==> config.mk <==
export PLATFORM = sky130hd
export DESIGN_NAME = psmc_top
export DESIGN_NICKNAME = d
export VERILOG_FILES = /design/src/rtl/psmc_pkg.sv /design/src/rtl/psmc_top.sv
export SDC_FILE = /design/constraint.sdc
export NUM_CORES = 1
export LEC_CHECK = 0
export ABC_AREA = 1
export ABC_CLOCK_PERIOD_IN_PS = 2200
export BUFFER_PORTS_ARGS = -buffer_cell sky130_fd_sc_hd__clkbuf_2
export CAP_MARGIN = 20
export CORE_MARGIN = 5
export CORE_UTILIZATION = 52
export CTS_CLUSTER_DIAMETER = 60
export CTS_CLUSTER_SIZE = 30
export DETAILED_ROUTE_END_ITERATION = 16
export PLACE_DENSITY_LB_ADDON = 0.08
export SETUP_SLACK_MARGIN = 0.05
export SLEW_MARGIN = 20
export SYNTH_ARGS = -nofsm -noshare
export SYNTH_HDL_FRONTEND = slang
export SYNTH_SLANG_ARGS = --single-unit
==> constraint.sdc <==
create_clock -name clk_i -period 2.2 [get_ports clk_i]
set_input_delay 0.11 -clock clk_i [delete_from_list [all_inputs] [get_ports clk_i]]
set_output_delay 0.11 -clock clk_i [all_outputs]
set_load 0.05 [all_outputs]
==> src/rtl/psmc_pkg.sv <==
// Shared constants and types of the power save mode controller
package psmc_pkg;

  // ==========================================================
  // Register map, byte addresses on the bus
  localparam logic [7:0] ADDR_CTRL   = 8'h00;
  localparam logic [7:0] ADDR_WAKE   = 8'h04;
  localparam logic [7:0] ADDR_CTXA   = 8'h08;
  localparam logic [7:0] ADDR_CTXB   = 8'h0C;
  localparam logic [7:0] ADDR_STATUS = 8'h10;

  // ==========================================================
  // Control register fields
  localparam int CTRL_DEEP_SLEEP_ENABLE_BIT_BIT    = 15;
  localparam int CTRL_BOR_BIT     = 1;
  localparam int CTRL_RELEASE_BIT = 0;

  // ==========================================================
  // Entry window in instruction cycles
  localparam logic [1:0] DEEP_SLEEP_ENABLE_BIT_WINDOW = 2'h3;

  // ==========================================================
  // Operand code of light sleep; any other value means idle
  localparam logic [7:0] OP_SLEEP = 8'h00;

  // ==========================================================
  // Power modes
  typedef enum logic [1:0] {
    MODE_RUN   = 2'b00,
    MODE_SLEEP = 2'b01,
    MODE_IDLE  = 2'b10,
    MODE_DEEP  = 2'b11
  } psmc_mode_t;

  // ==========================================================
  // Deep sleep wake sources, also the wake status layout
  typedef struct packed {
    logic deep_sleep_watchdog;
    logic external_interrupt_zero;
    logic calendar_clock;
    logic master_clear_reset;
    logic por;
  } psmc_wake_t;

  localparam int WAKE_W = 5;

  // ==========================================================
  // Clock and power enables driven to the chip
  typedef struct packed {
    logic sys_clk;
    logic osc;
    logic cpu_clk;
    logic periph_clk;
    logic low_power_rc_oscillator;
    logic clock_failure_monitor;
    logic mem_pwr;
    logic calendar_clock_run;
    logic deep_sleep_watchdog_run;
    logic deep_sleep_brownout_reset_run;
  } psmc_pwr_t;

endpackage : psmc_pkg

==> src/rtl/psmc_top.sv <==
// Power save mode controller with Wishbone register access
// ==========================================================
// Overview of operation
// - Light sleep stops system clock, on-chip oscillator and code execution.
// - Idle halts the CPU while peripherals keep their system clock.
// - Deep sleep keeps only calendar, its watchdog and brown-out, freezes pins, drops memory.
// - Enabled interrupt, any reset or watchdog time-out ends sleep or idle.
// - Light sleep freezes pin direction and output; clock monitor is off.
// - Light sleep keeps RC oscillator if watchdog or RC-fed calendar enabled.
// - Enabled watchdog is cleared just before light sleep entry.
// - Light sleep disables system-clocked peripherals; change notify may run.
// - Wake from light sleep resumes the clock source used at entry.
// - Entering idle clears the watchdog count.
// - Idle keeps RC oscillator if watchdog or clock monitor enabled.
// - Idle wake restores CPU clock and resumes execution at once.
// - Interrupt during the instruction waits for entry, then wakes at once.
// - Deep sleep ends on power-on, master clear, alarm, pin interrupt, watchdog.
// - Calendar clock keeps counting through deep sleep.
// - Dedicated deep sleep brown-out and watchdog, separate from normal ones.
// - Deep sleep only if sleep instruction follows enable within three cycles.
// - Late instruction makes hardware clear the enable bit.
// - Enable bit clears on every deep sleep exit.
// - Setting the enable bit clears all wake status bits.
// - Deep sleep wake performs a full power-on reset to the reset vector.
// - Pending interrupts are discarded on deep sleep entry.
// - Pins stay frozen after deep sleep wake until software clears release bit 0.
//
// Implementation choices: register access over Wishbone and the address map.
`timescale 1ns/100ps

module psmc_top #(
  parameter int PIN_W = 16,
  parameter int OSC_W = 3
) (
  input  wire logic               clk_i,
  input  wire logic               rst_i,
  // Wishbone classic slave
  input  wire logic               wb_cyc_i,
  input  wire logic               wb_stb_i,
  input  wire logic               wb_we_i,
  input  wire logic [7:0]         wb_adr_i,
  input  wire logic [3:0]         wb_sel_i,
  input  wire logic [31:0]        wb_dat_i,
  output logic      [31:0]        wb_dat_o,
  output logic                    wb_ack_o,
  // Processor core
  input  wire logic               instr_cycle_i,
  input  wire logic               pwrsav_i,
  input  wire logic [7:0]         pwrsav_op_i,
  input  wire logic               irq_pending_i,
  input  wire logic               dev_reset_i,
  input  wire logic               wdt_timeout_i,
  input  wire logic               wdt_enable_i,
  input  wire logic               clock_failure_monitor_enable_i,
  input  wire logic               calendar_clock_enable_i,
  input  wire logic               calendar_clock_low_power_rc_oscillator_src_i,
  input  wire logic               deep_sleep_brownout_reset_enable_i,
  input  wire logic               deep_sleep_brownout_reset_event_i,
  input  wire logic [OSC_W-1:0]   osc_sel_i,
  input  wire psmc_pkg::psmc_wake_t ds_wake_i,
  input  wire logic [PIN_W-1:0]   pin_dir_i,
  input  wire logic [PIN_W-1:0]   pin_lat_i,
  // Power, clock and pin control
  output psmc_pkg::psmc_pwr_t     pwr_o,
  output psmc_pkg::psmc_mode_t    mode_o,
  output logic                    wdt_clear_o,
  output logic                    wake_o,
  output logic                    irq_discard_o,
  output logic                    por_req_o,
  output logic [OSC_W-1:0]        resume_osc_o,
  output logic [PIN_W-1:0]        pin_dir_o,
  output logic [PIN_W-1:0]        pin_lat_o
);

  initial
  begin
    if (PIN_W < 1 || PIN_W > 32 || OSC_W < 1 || OSC_W > 8)
      $error("psmc_top: unsupported PIN_W or OSC_W");
  end

  // ==========================================================
  // Bus decode
  wire logic bus_req    = wb_cyc_i & wb_stb_i & ~wb_ack_o;
  wire logic bus_wr     = bus_req & wb_we_i;
  wire logic sel_ctrl   = (wb_adr_i == psmc_pkg::ADDR_CTRL);
  wire logic sel_wake   = (wb_adr_i == psmc_pkg::ADDR_WAKE);
  wire logic sel_ctxa   = (wb_adr_i == psmc_pkg::ADDR_CTXA);
  wire logic sel_ctxb   = (wb_adr_i == psmc_pkg::ADDR_CTXB);
  wire logic sel_status = (wb_adr_i == psmc_pkg::ADDR_STATUS);
  wire logic wr_ctrl_hi = bus_wr & sel_ctrl & wb_sel_i[1];
  wire logic wr_ctrl_lo = bus_wr & sel_ctrl & wb_sel_i[0];

  // ==========================================================
  // State
  psmc_pkg::psmc_mode_t mode_q;
  psmc_pkg::psmc_mode_t mode_d;
  psmc_pkg::psmc_wake_t wake_q;
  logic                 deep_sleep_enable_bit_q;
  logic                 deep_sleep_enable_bit_d;
  logic                 release_q;
  logic                 bor_q;
  logic                 exited_q;
  logic [1:0]           win_q;
  logic [31:0]          ctxa_q;
  logic [31:0]          ctxb_q;
  logic [OSC_W-1:0]     osc_q;
  logic [PIN_W-1:0]     fdir_q;
  logic [PIN_W-1:0]     flat_q;

  // ==========================================================
  // Mode entry and wake decode
  wire logic in_run   = (mode_q == psmc_pkg::MODE_RUN);
  wire logic enter    = in_run & pwrsav_i;
  wire logic op_sleep = (pwrsav_op_i == psmc_pkg::OP_SLEEP);
  wire logic go_deep  = enter & op_sleep & deep_sleep_enable_bit_q;
  wire logic go_sleep = enter & op_sleep & ~deep_sleep_enable_bit_q;
  wire logic go_idle  = enter & ~op_sleep;
  // wake sources of sleep and idle
  wire logic lite_wk  = irq_pending_i | dev_reset_i | wdt_timeout_i;
  wire logic deep_wk  = |ds_wake_i;
  wire logic in_lite  = (mode_q == psmc_pkg::MODE_SLEEP) |
                        (mode_q == psmc_pkg::MODE_IDLE);
  wire logic in_deep  = (mode_q == psmc_pkg::MODE_DEEP);
  // a coincident interrupt wakes on the cycle after entry
  wire logic wake_lt  = in_lite & lite_wk;
  wire logic wake_dp  = in_deep & deep_wk;
  // window expires on the third instruction cycle
  wire logic win_end  = deep_sleep_enable_bit_q & instr_cycle_i & ~pwrsav_i &
                        (win_q == psmc_pkg::DEEP_SLEEP_ENABLE_BIT_WINDOW - 2'h1);
  wire logic deep_sleep_enable_bit_set = wr_ctrl_hi & wb_dat_i[psmc_pkg::CTRL_DEEP_SLEEP_ENABLE_BIT_BIT];

  always_comb
  begin
    mode_d = mode_q;
    case (mode_q)
      psmc_pkg::MODE_RUN:
      begin
        if (go_deep)
          mode_d = psmc_pkg::MODE_DEEP;
        else if (go_sleep)
          mode_d = psmc_pkg::MODE_SLEEP;
        else if (go_idle)
          mode_d = psmc_pkg::MODE_IDLE;
      end
      psmc_pkg::MODE_SLEEP,
      psmc_pkg::MODE_IDLE:
      begin
        if (wake_lt)
          mode_d = psmc_pkg::MODE_RUN;
      end
      psmc_pkg::MODE_DEEP:
      begin
        if (wake_dp)
          mode_d = psmc_pkg::MODE_RUN;
      end
      default: mode_d = psmc_pkg::MODE_RUN;
    endcase
  end

  always_comb
  begin
    deep_sleep_enable_bit_d = deep_sleep_enable_bit_q;
    if (win_end)
      deep_sleep_enable_bit_d = 1'b0;
    if (wake_dp)
      deep_sleep_enable_bit_d = 1'b0;
    // software write of the enable bit
    if (wr_ctrl_hi && !in_deep)
      deep_sleep_enable_bit_d = wb_dat_i[psmc_pkg::CTRL_DEEP_SLEEP_ENABLE_BIT_BIT];
  end

  // ==========================================================
  // Control registers
  always_ff @(posedge clk_i)
  begin
    if (rst_i)
    begin
      mode_q <= psmc_pkg::MODE_RUN;
      deep_sleep_enable_bit_q <= 1'b0;
      win_q  <= 2'h0;
    end
    else
    begin
      mode_q <= mode_d;
      deep_sleep_enable_bit_q <= deep_sleep_enable_bit_d;
      win_q  <= (deep_sleep_enable_bit_set || !deep_sleep_enable_bit_q) ? 2'h0 :
                (instr_cycle_i ? win_q + 2'h1 : win_q);
    end
  end

  // Context words and wake status survive deep sleep
  always_ff @(posedge clk_i)
  begin
    if (rst_i)
    begin
      wake_q   <= '0;
      bor_q    <= 1'b0;
      exited_q <= 1'b0;
      ctxa_q   <= 32'h0000_0000;
      ctxb_q   <= 32'h0000_0000;
    end
    else
    begin
      // setting enable wipes status; capture below wins
      if (deep_sleep_enable_bit_set)
        wake_q <= '0;
      if (wake_dp)
        wake_q <= wake_q | ds_wake_i;
      if (in_deep && deep_sleep_brownout_reset_enable_i && deep_sleep_brownout_reset_event_i)
        bor_q <= 1'b1;
      else if (wr_ctrl_lo && !wb_dat_i[psmc_pkg::CTRL_BOR_BIT])
        bor_q <= 1'b0;
      if (wake_dp)
        exited_q <= 1'b1;
      else if (bus_wr && sel_status && wb_sel_i[0] && wb_dat_i[0])
        exited_q <= 1'b0;
      if (bus_wr && sel_ctxa)
        ctxa_q <= wb_dat_i;
      if (bus_wr && sel_ctxb)
        ctxb_q <= wb_dat_i;
    end
  end

  // ==========================================================
  // Pin freeze and clock source memory
  always_ff @(posedge clk_i)
  begin
    if (rst_i)
    begin
      release_q <= 1'b0;
      osc_q     <= '0;
      fdir_q    <= '0;
      flat_q    <= '0;
    end
    else
    begin
      // pins held until software clears release
      if (go_deep)
        release_q <= 1'b1;
      else if (wr_ctrl_lo && !wb_dat_i[psmc_pkg::CTRL_RELEASE_BIT])
        release_q <= 1'b0;
      if (go_deep || go_sleep)
      begin
        fdir_q <= pin_dir_i;
        flat_q <= pin_lat_i;
      end
      // remember clock source at sleep, idle or deep sleep entry
      if (enter)
        osc_q <= osc_sel_i;
    end
  end

  wire logic frozen = (mode_q == psmc_pkg::MODE_SLEEP) | in_deep | release_q;

  // ==========================================================
  // Power and clock enables
  psmc_pkg::psmc_pwr_t pwr_d;

  always_comb
  begin
    pwr_d           = '0;
    pwr_d.mem_pwr   = 1'b1;
    // calendar keeps counting in every mode
    pwr_d.calendar_clock_run  = calendar_clock_enable_i;
    case (mode_q)
      psmc_pkg::MODE_RUN:
      begin
        pwr_d.sys_clk    = 1'b1;
        pwr_d.osc        = 1'b1;
        pwr_d.cpu_clk    = 1'b1;
        pwr_d.periph_clk = 1'b1;
        pwr_d.clock_failure_monitor       = clock_failure_monitor_enable_i;
        pwr_d.low_power_rc_oscillator       = wdt_enable_i | clock_failure_monitor_enable_i |
                           (calendar_clock_enable_i & calendar_clock_low_power_rc_oscillator_src_i);
      end
      psmc_pkg::MODE_SLEEP:
      begin
        // system clock and its peripherals off
        pwr_d.sys_clk = 1'b0;
        pwr_d.clock_failure_monitor    = 1'b0;
        // RC oscillator for watchdog or calendar
        pwr_d.low_power_rc_oscillator    = wdt_enable_i | (calendar_clock_enable_i & calendar_clock_low_power_rc_oscillator_src_i);
      end
      psmc_pkg::MODE_IDLE:
      begin
        pwr_d.sys_clk    = 1'b1;
        pwr_d.osc        = 1'b1;
        pwr_d.periph_clk = 1'b1;
        pwr_d.clock_failure_monitor       = clock_failure_monitor_enable_i;
        // RC oscillator for watchdog or monitor
        pwr_d.low_power_rc_oscillator       = wdt_enable_i | clock_failure_monitor_enable_i |
                           (calendar_clock_enable_i & calendar_clock_low_power_rc_oscillator_src_i);
      end
      psmc_pkg::MODE_DEEP:
      begin
        // memory power removed, only calendar, watchdog and enabled brown-out
        pwr_d.mem_pwr   = 1'b0;
        pwr_d.low_power_rc_oscillator      = calendar_clock_enable_i & calendar_clock_low_power_rc_oscillator_src_i;
        pwr_d.deep_sleep_watchdog_run = 1'b1;
        pwr_d.deep_sleep_brownout_reset_run = deep_sleep_brownout_reset_enable_i;
      end
      default: pwr_d = '0;
    endcase
  end

  // ==========================================================
  // Registered outputs
  always_ff @(posedge clk_i)
  begin
    if (rst_i)
    begin
      pwr_o         <= '0;
      mode_o        <= psmc_pkg::MODE_RUN;
      wdt_clear_o   <= 1'b0;
      wake_o        <= 1'b0;
      irq_discard_o <= 1'b0;
      por_req_o     <= 1'b0;
      resume_osc_o  <= '0;
      pin_dir_o     <= '0;
      pin_lat_o     <= '0;
    end
    else
    begin
      pwr_o         <= pwr_d;
      mode_o        <= mode_q;
      wdt_clear_o   <= wdt_enable_i & (go_sleep | go_idle);
      // wake pulse restarts CPU clock at once
      wake_o        <= wake_lt;
      // pending interrupts dropped at deep entry
      irq_discard_o <= go_deep;
      // deep wake forces a full power-on reset
      por_req_o     <= wake_dp;
      resume_osc_o  <= osc_q;
      pin_dir_o     <= frozen ? fdir_q : pin_dir_i;
      pin_lat_o     <= frozen ? flat_q : pin_lat_i;
    end
  end

  // ==========================================================
  // Read mux, one wait state, unmapped reads return zero
  logic [31:0] rd_d;

  always_comb
  begin
    rd_d = 32'h0000_0000;
    if (sel_ctrl)
    begin
      rd_d[psmc_pkg::CTRL_DEEP_SLEEP_ENABLE_BIT_BIT]    = deep_sleep_enable_bit_q;
      rd_d[psmc_pkg::CTRL_BOR_BIT]     = bor_q;
      rd_d[psmc_pkg::CTRL_RELEASE_BIT] = release_q;
    end
    else if (sel_wake)
      rd_d[psmc_pkg::WAKE_W-1:0] = wake_q;
    else if (sel_ctxa)
      rd_d = ctxa_q;
    else if (sel_ctxb)
      rd_d = ctxb_q;
    else if (sel_status)
    begin
      rd_d[0]   = exited_q;
      rd_d[2:1] = mode_q;
    end
  end

  always_ff @(posedge clk_i)
  begin
    if (rst_i)
    begin
      wb_ack_o <= 1'b0;
      wb_dat_o <= 32'h0000_0000;
    end
    else
    begin
      wb_ack_o <= bus_req;
      wb_dat_o <= bus_req ? rd_d : 32'h0000_0000;
    end
  end

endmodule : psmc_top

== Word level (Yosys, flattened, before mapping) ==
Index checks and enable logic that the tools add are counted.
Cells by class
  add/subtract/negate cells: 1
  multiply operators: 0
  div/mod/pow operators: 0
  $lt $le $gt $ge: 0
  equality and inequality tests: 11
  shifts and indexed selects: 0
  muxes and demuxes: 32
  bitwise operators: 36
  reduce and logical (&&, ||, !) cells: 34
Operators by type and width (number)
  16-bit 2-to-1 mux: 2
  32-bit 2-to-1 mux: 1
  29-bit 2-to-1 mux: 1
  1-bit AND: 19
  8-bit by 4-bit equality test with 1-bit output (second input constant): 2
  8-bit zero test: 2
  5-bit 2-to-1 mux: 3
  2-bit 2-to-1 mux: 7
  1-bit 2-to-1 mux: 13
  2-bit OR reduction: 6
  11-bit 2-to-1 mux: 1
  1-bit logical AND: 10
  1-bit OR: 9
  8-bit by 3-bit equality test with 1-bit output (second input constant): 1
  8-bit by 5-bit equality test with 1-bit output (second input constant): 1
  2-bit nonzero test: 4
  1-bit NOT: 7
  2-bit equality test (second input constant): 3
  3-bit 2-to-1 mux: 2
  2-bit one-hot mux with 3 select lines: 1
  5-bit OR: 1
  5-bit OR reduction: 1
  1-bit zero test: 4
  4-bit by 1-bit inequality test with 1-bit output (second input constant): 1
  other kinds (11): 12
Word-level totals
  register bits after elaboration: 194
  bits in latches: 0
  memory bits (writable): 0
  ROM bits: 0
  input port bits: 108
  output and inout port bits: 84
  logic and storage cells: 150
  memories kept: 0

== Depth between registers and ports, before layout ==
  word-level depth: 8
  mapped depth: 9
  mapped depth without buffers: 9

== Worst setup path after synthesis ==
OpenSTA, ideal clock, no wires.
  kind: register to register
  start point: register mode_q[0]
  end point: register fdir_q[0]
  library setup time: 128 ps
  data arrival time: 1434 ps
  data required time: 2072 ps
  setup slack: 638 ps
  cell stages (with the launch flop): 8
  cells stage by stage: dfxtp_1 inv_1 ha_1 nand2_1 inv_1 nand2_2 clkbuf_1 a21oi_1
Between the ends
  word-level cells in the longest chain between the ends: 5
  elaborated cells between the ends (all ways): 6
  those cells by class: bitwise (4); reduce/logical (2)
RTL lines
  start, declared: line psmc_top.sv:95  | psmc_pkg::psmc_mode_t mode_q;
  start signal, assigned: line psmc_top.sv:178  | mode_q <= psmc_pkg::MODE_RUN;
  start signal, assigned: line psmc_top.sv:184  | mode_q <= mode_d;
  2-bit zero test (*): line psmc_top.sv:112  | wire logic in_run = (mode_q == psmc_pkg::MODE_RUN);
  named net in_run: line psmc_top.sv:112
  1-bit AND (*): line psmc_top.sv:113  | wire logic enter = in_run & pwrsav_i;
  1-bit AND (*): line psmc_top.sv:115, psmc_top.sv:116
  1-bit AND, on equally long branches: line psmc_top.sv:115, psmc_top.sv:116
  1-bit logical OR (*): line psmc_top.sv:242  | if (go_deep || go_sleep)
  end signal, assigned: line psmc_top.sv:244  | fdir_q <= pin_dir_i;
  end, declared: line psmc_top.sv:107  | logic [PIN_W-1:0] fdir_q;
Mark *: on every way through the listed nets, which the timed path passes. The rest lies on a longest branch.
A chain may end at the register's enable or synchronous reset.

== Worst setup path in the final report ==
  start point: register mode_q[0]
  end point: register flat_q[1]
Between the ends
  word-level cells in the longest chain between the ends: 5
  elaborated cells between the ends (all ways): 6
  those cells by class: bitwise (4); reduce/logical (2)
RTL lines
  2-bit zero test (*): line psmc_top.sv:112
  named net in_run: line psmc_top.sv:112
  1-bit AND (*): line psmc_top.sv:113
  1-bit AND (*): line psmc_top.sv:115, psmc_top.sv:116
  1-bit AND, on equally long branches: line psmc_top.sv:115, psmc_top.sv:116
  1-bit logical OR (*): line psmc_top.sv:242
  end signal, assigned: line psmc_top.sv:245  | flat_q <= pin_lat_i;
  end, declared: line psmc_top.sv:108  | logic [PIN_W-1:0] flat_q;
Marks and branches as above.

==> metrics.txt <==
clock-pin slew on the worst setup and hold paths=0.06 ns; worst slew pin tran=0.962 ns; wire length per cell=13.8 um; worst setup margin=0.375 ns; Final ANT Viol Nets=0; Post-Syn Area=7120 um^2; GRT Overall Usage=22.9%; pwr dens=787 nW/um^2; Max Freq=548 MHz; Final Setup Violations=0; fraction of registers with async set or reset after synthesis=0%; worst skew pair latency=0.42 ns; worst vdd ir=0.000480 V; Reg power frac=47.7%; commonest non-fill, non-tap cell in the layout=dfxtp_1; ys flop type=dfxtp_1; Final Hold Vio Count=0; TritonCTS buffer count=17; CTS tree=done; # clock sinks=194; placed cell count=1226; gr ovfl total=0; Sw Ratio=23.1%; hold_ws=0.0103 ns; sequential fraction of the synthesis area=54.6%; first-pass GRT wire length=30.0 mm; WP data required=2.55 ns; DP Worst Slack=0.391 ns; # Post-CTS Setup Buffers=0; Max-Cap Viols=0; Root Buffer=clkbuf_16; Pins Over Slew Limit=0; minimum clock period=1.83 ns; Setup crit end kind=register; Die X=127 um; I/O Buffers=189; full die area=16100 um^2; Clk pwr share=42.9%; Core Area=13300 um^2; Synth top area share=54.6%; clock tree buffer depth=2; Initial Util=53.3%; drt first pass iters=5; antenna cells=0; Core Rows=42; Finished Core Util=71.7%; Synthesized Nets=1013; crit-path max FO=51; initial DRC count=411; Residual DRC=0; Hold Crit Class=in2reg; Chip Height=127 um; leak pwr=4.09 nW; Area Growth Syn to Fin=34.3%; yosys warns=0; Clock H-tree levels=4; GP Congestion=0.817; power share of the combinational group=9.4%; detailed-route vias per instance=4.88; grt met3 use=6.80%; P_int=0.00578 W; status=complete, no violations; largest net degree at the start of global routing=81; RSZ-0062 raised after global routing=no; Mapped Cells=899; Yosys top cell by area=dfxtp_1; number of global-route vias before repair=6346; commonest non-fill, non-tap cells in the layout=dfxtp_1, nor2_1, clkbuf_2, o21ai_0, nand2_1; EDFF count, synth=0; GRT busiest layer=met2; FILL cells=1114; slew margin rel.=35.8%; Non-Filler Instances=1338; synth top area cells=dfxtp_1, nor2_1, o21ai_0; crit path kind=reg2reg; Net Switching=0.00174 W; final wirelength=18.4 mm; Syn Area/Cell=7.92 um^2; initial antenna violation count=0; Worst EP arrival=2.17 ns; GRT met1 Usage=26.4%; share of cells above drive strength 1=21.6%; Yosys reg bits=194; post-DP HPWL=11.8 mm; startpoint types=register; CTS resizes=0; fin nets=1265; worst clock skew=0.00721 ns; Tcrit/Tclk final=83.0%; distinct cell type count after synthesis=30; IO Count=192; routing usage on met2=41.2%; via count=6534; final setup TNS=0 ns
[synthesized netlist by cell type, types with 2 or more instances]
library cell  count
nand3_1          36
dfxtp_1         194
a21oi_1          89
nand2_1         119
buf_4             4
inv_1            55
o21ai_1           4
buf_6             7
buf_2            19
ha_1              6
nand2_2           3
nor2_2            3
clkbuf_2          4
nand4_1           4
clkinv_2          2
nor2_1          191
clkbuf_1         19
nor2_4            6
o21ai_0         123
[area by class of cell]
cell class / instances / area, um^2 / share of cell area, %
Sequential cell: 194 / 3880 / 40.6
Clock buffer: 20 / 457 / 4.77
Clock inverter: 10 / 159 / 1.66
Tap cell: 176 / 220 / 2.30
Multi-Input combinational cell: 595 / 2720 / 28.5
Timing Repair Buffer: 286 / 1900 / 19.9
Inverter: 57 / 216 / 2.26
[kinds of logic (layout without fill, tap and decap cells)]
| kind of cell | Yosys count | after routing | synth area share [%] |
|---|---|---|---|
| flip-flops | 194 | 194 | 54.6 |
| XOR/XNOR | 1 | 1 | 0.123 |
| AND/OR/NAND/NOR | 367 | 367 | 21.4 |
| adder cells (fa/ha/maj) | 6 | 6 | 1.05 |
| AO/OA/AOI/OAI | 221 | 221 | 15.7 |
| buffers and inverters | 110 | 373 | 7.19 |
[power groups by stage]
stage / sequential (W) / combinational, W / clock [W]
final: 0.00359 / 0.000706 / 0.00323
after global routing: 0.00359 / 0.000769 / 0.00342
after CTS: 0.00359 / 0.000704 / 0.00327
after detailed placement: 0.00367 / 0.000586 / 0
after global placement: 0.00367 / 0.000583 / 0
after floorplan: 0.00384 / 0.000204 / 0
[critical path, stage by stage, from the launching register on]
cell and delay [ns]:
dfxtp_1 0.44, inv_1 0.13, ha_1 0.26, nand2_1 0.21
inv_1 0.10, nand2_2 0.12, buf_12 0.22, o21ai_0 0.10
a21oi_1 0.14
[layer usage]
metal	vias up	share of wire, %	wire length, um
met4	0	1.4	261
met3	20	5.5	1010
li1	3400	-	-
met1	2956	42	7760
met5	-	0	0
met2	158	51	9420
[flip-flops by register name (all words and copies together), names as in the netlist, 2 cells and up]
| name | flops |
|---|---|
| ctxa_q | 32 |
| pwr_o | 8 |
| resume_osc_o | 3 |
| pin_lat_o | 16 |
| mode_o | 2 |
| osc_q | 3 |
| mode_q | 2 |
| wake_q | 5 |
| flat_q | 16 |
| wb_dat_o | 32 |
| pin_dir_o | 16 |
| ctxb_q | 32 |
| fdir_q | 16 |
| win_q | 2 |
[what timing repair did]
action / in CTS / in global routing
hold buffers: 82 / 0
setup endpoints to repair: 0 / 0
hold endpoints to repair: 140 / 0
[metrics by stage]
step                      power, W  instance area (um^2)
after global placement     0.00425                  8130
after CTS                  0.00756                  9560
after detailed placement   0.00426                  8130
final                      0.00752                  9560
after global routing       0.00778                  9560
after floorplan            0.00404                  7120
[path summary, 6_finish.rpt]
kind	from	to	slack, ns	cells after the start
worst max register to register	mode_q[0]	flat_q[1]	0.37	8
worst min register to register	osc_q[1]	resume_osc_o[1]	0.43	2
worst max-delay path	mode_q[0]	flat_q[1]	0.37	8
worst min-delay path	pin_lat_i[8]	flat_q[8]	0.01	3
(Power assumes the default switching activity.)
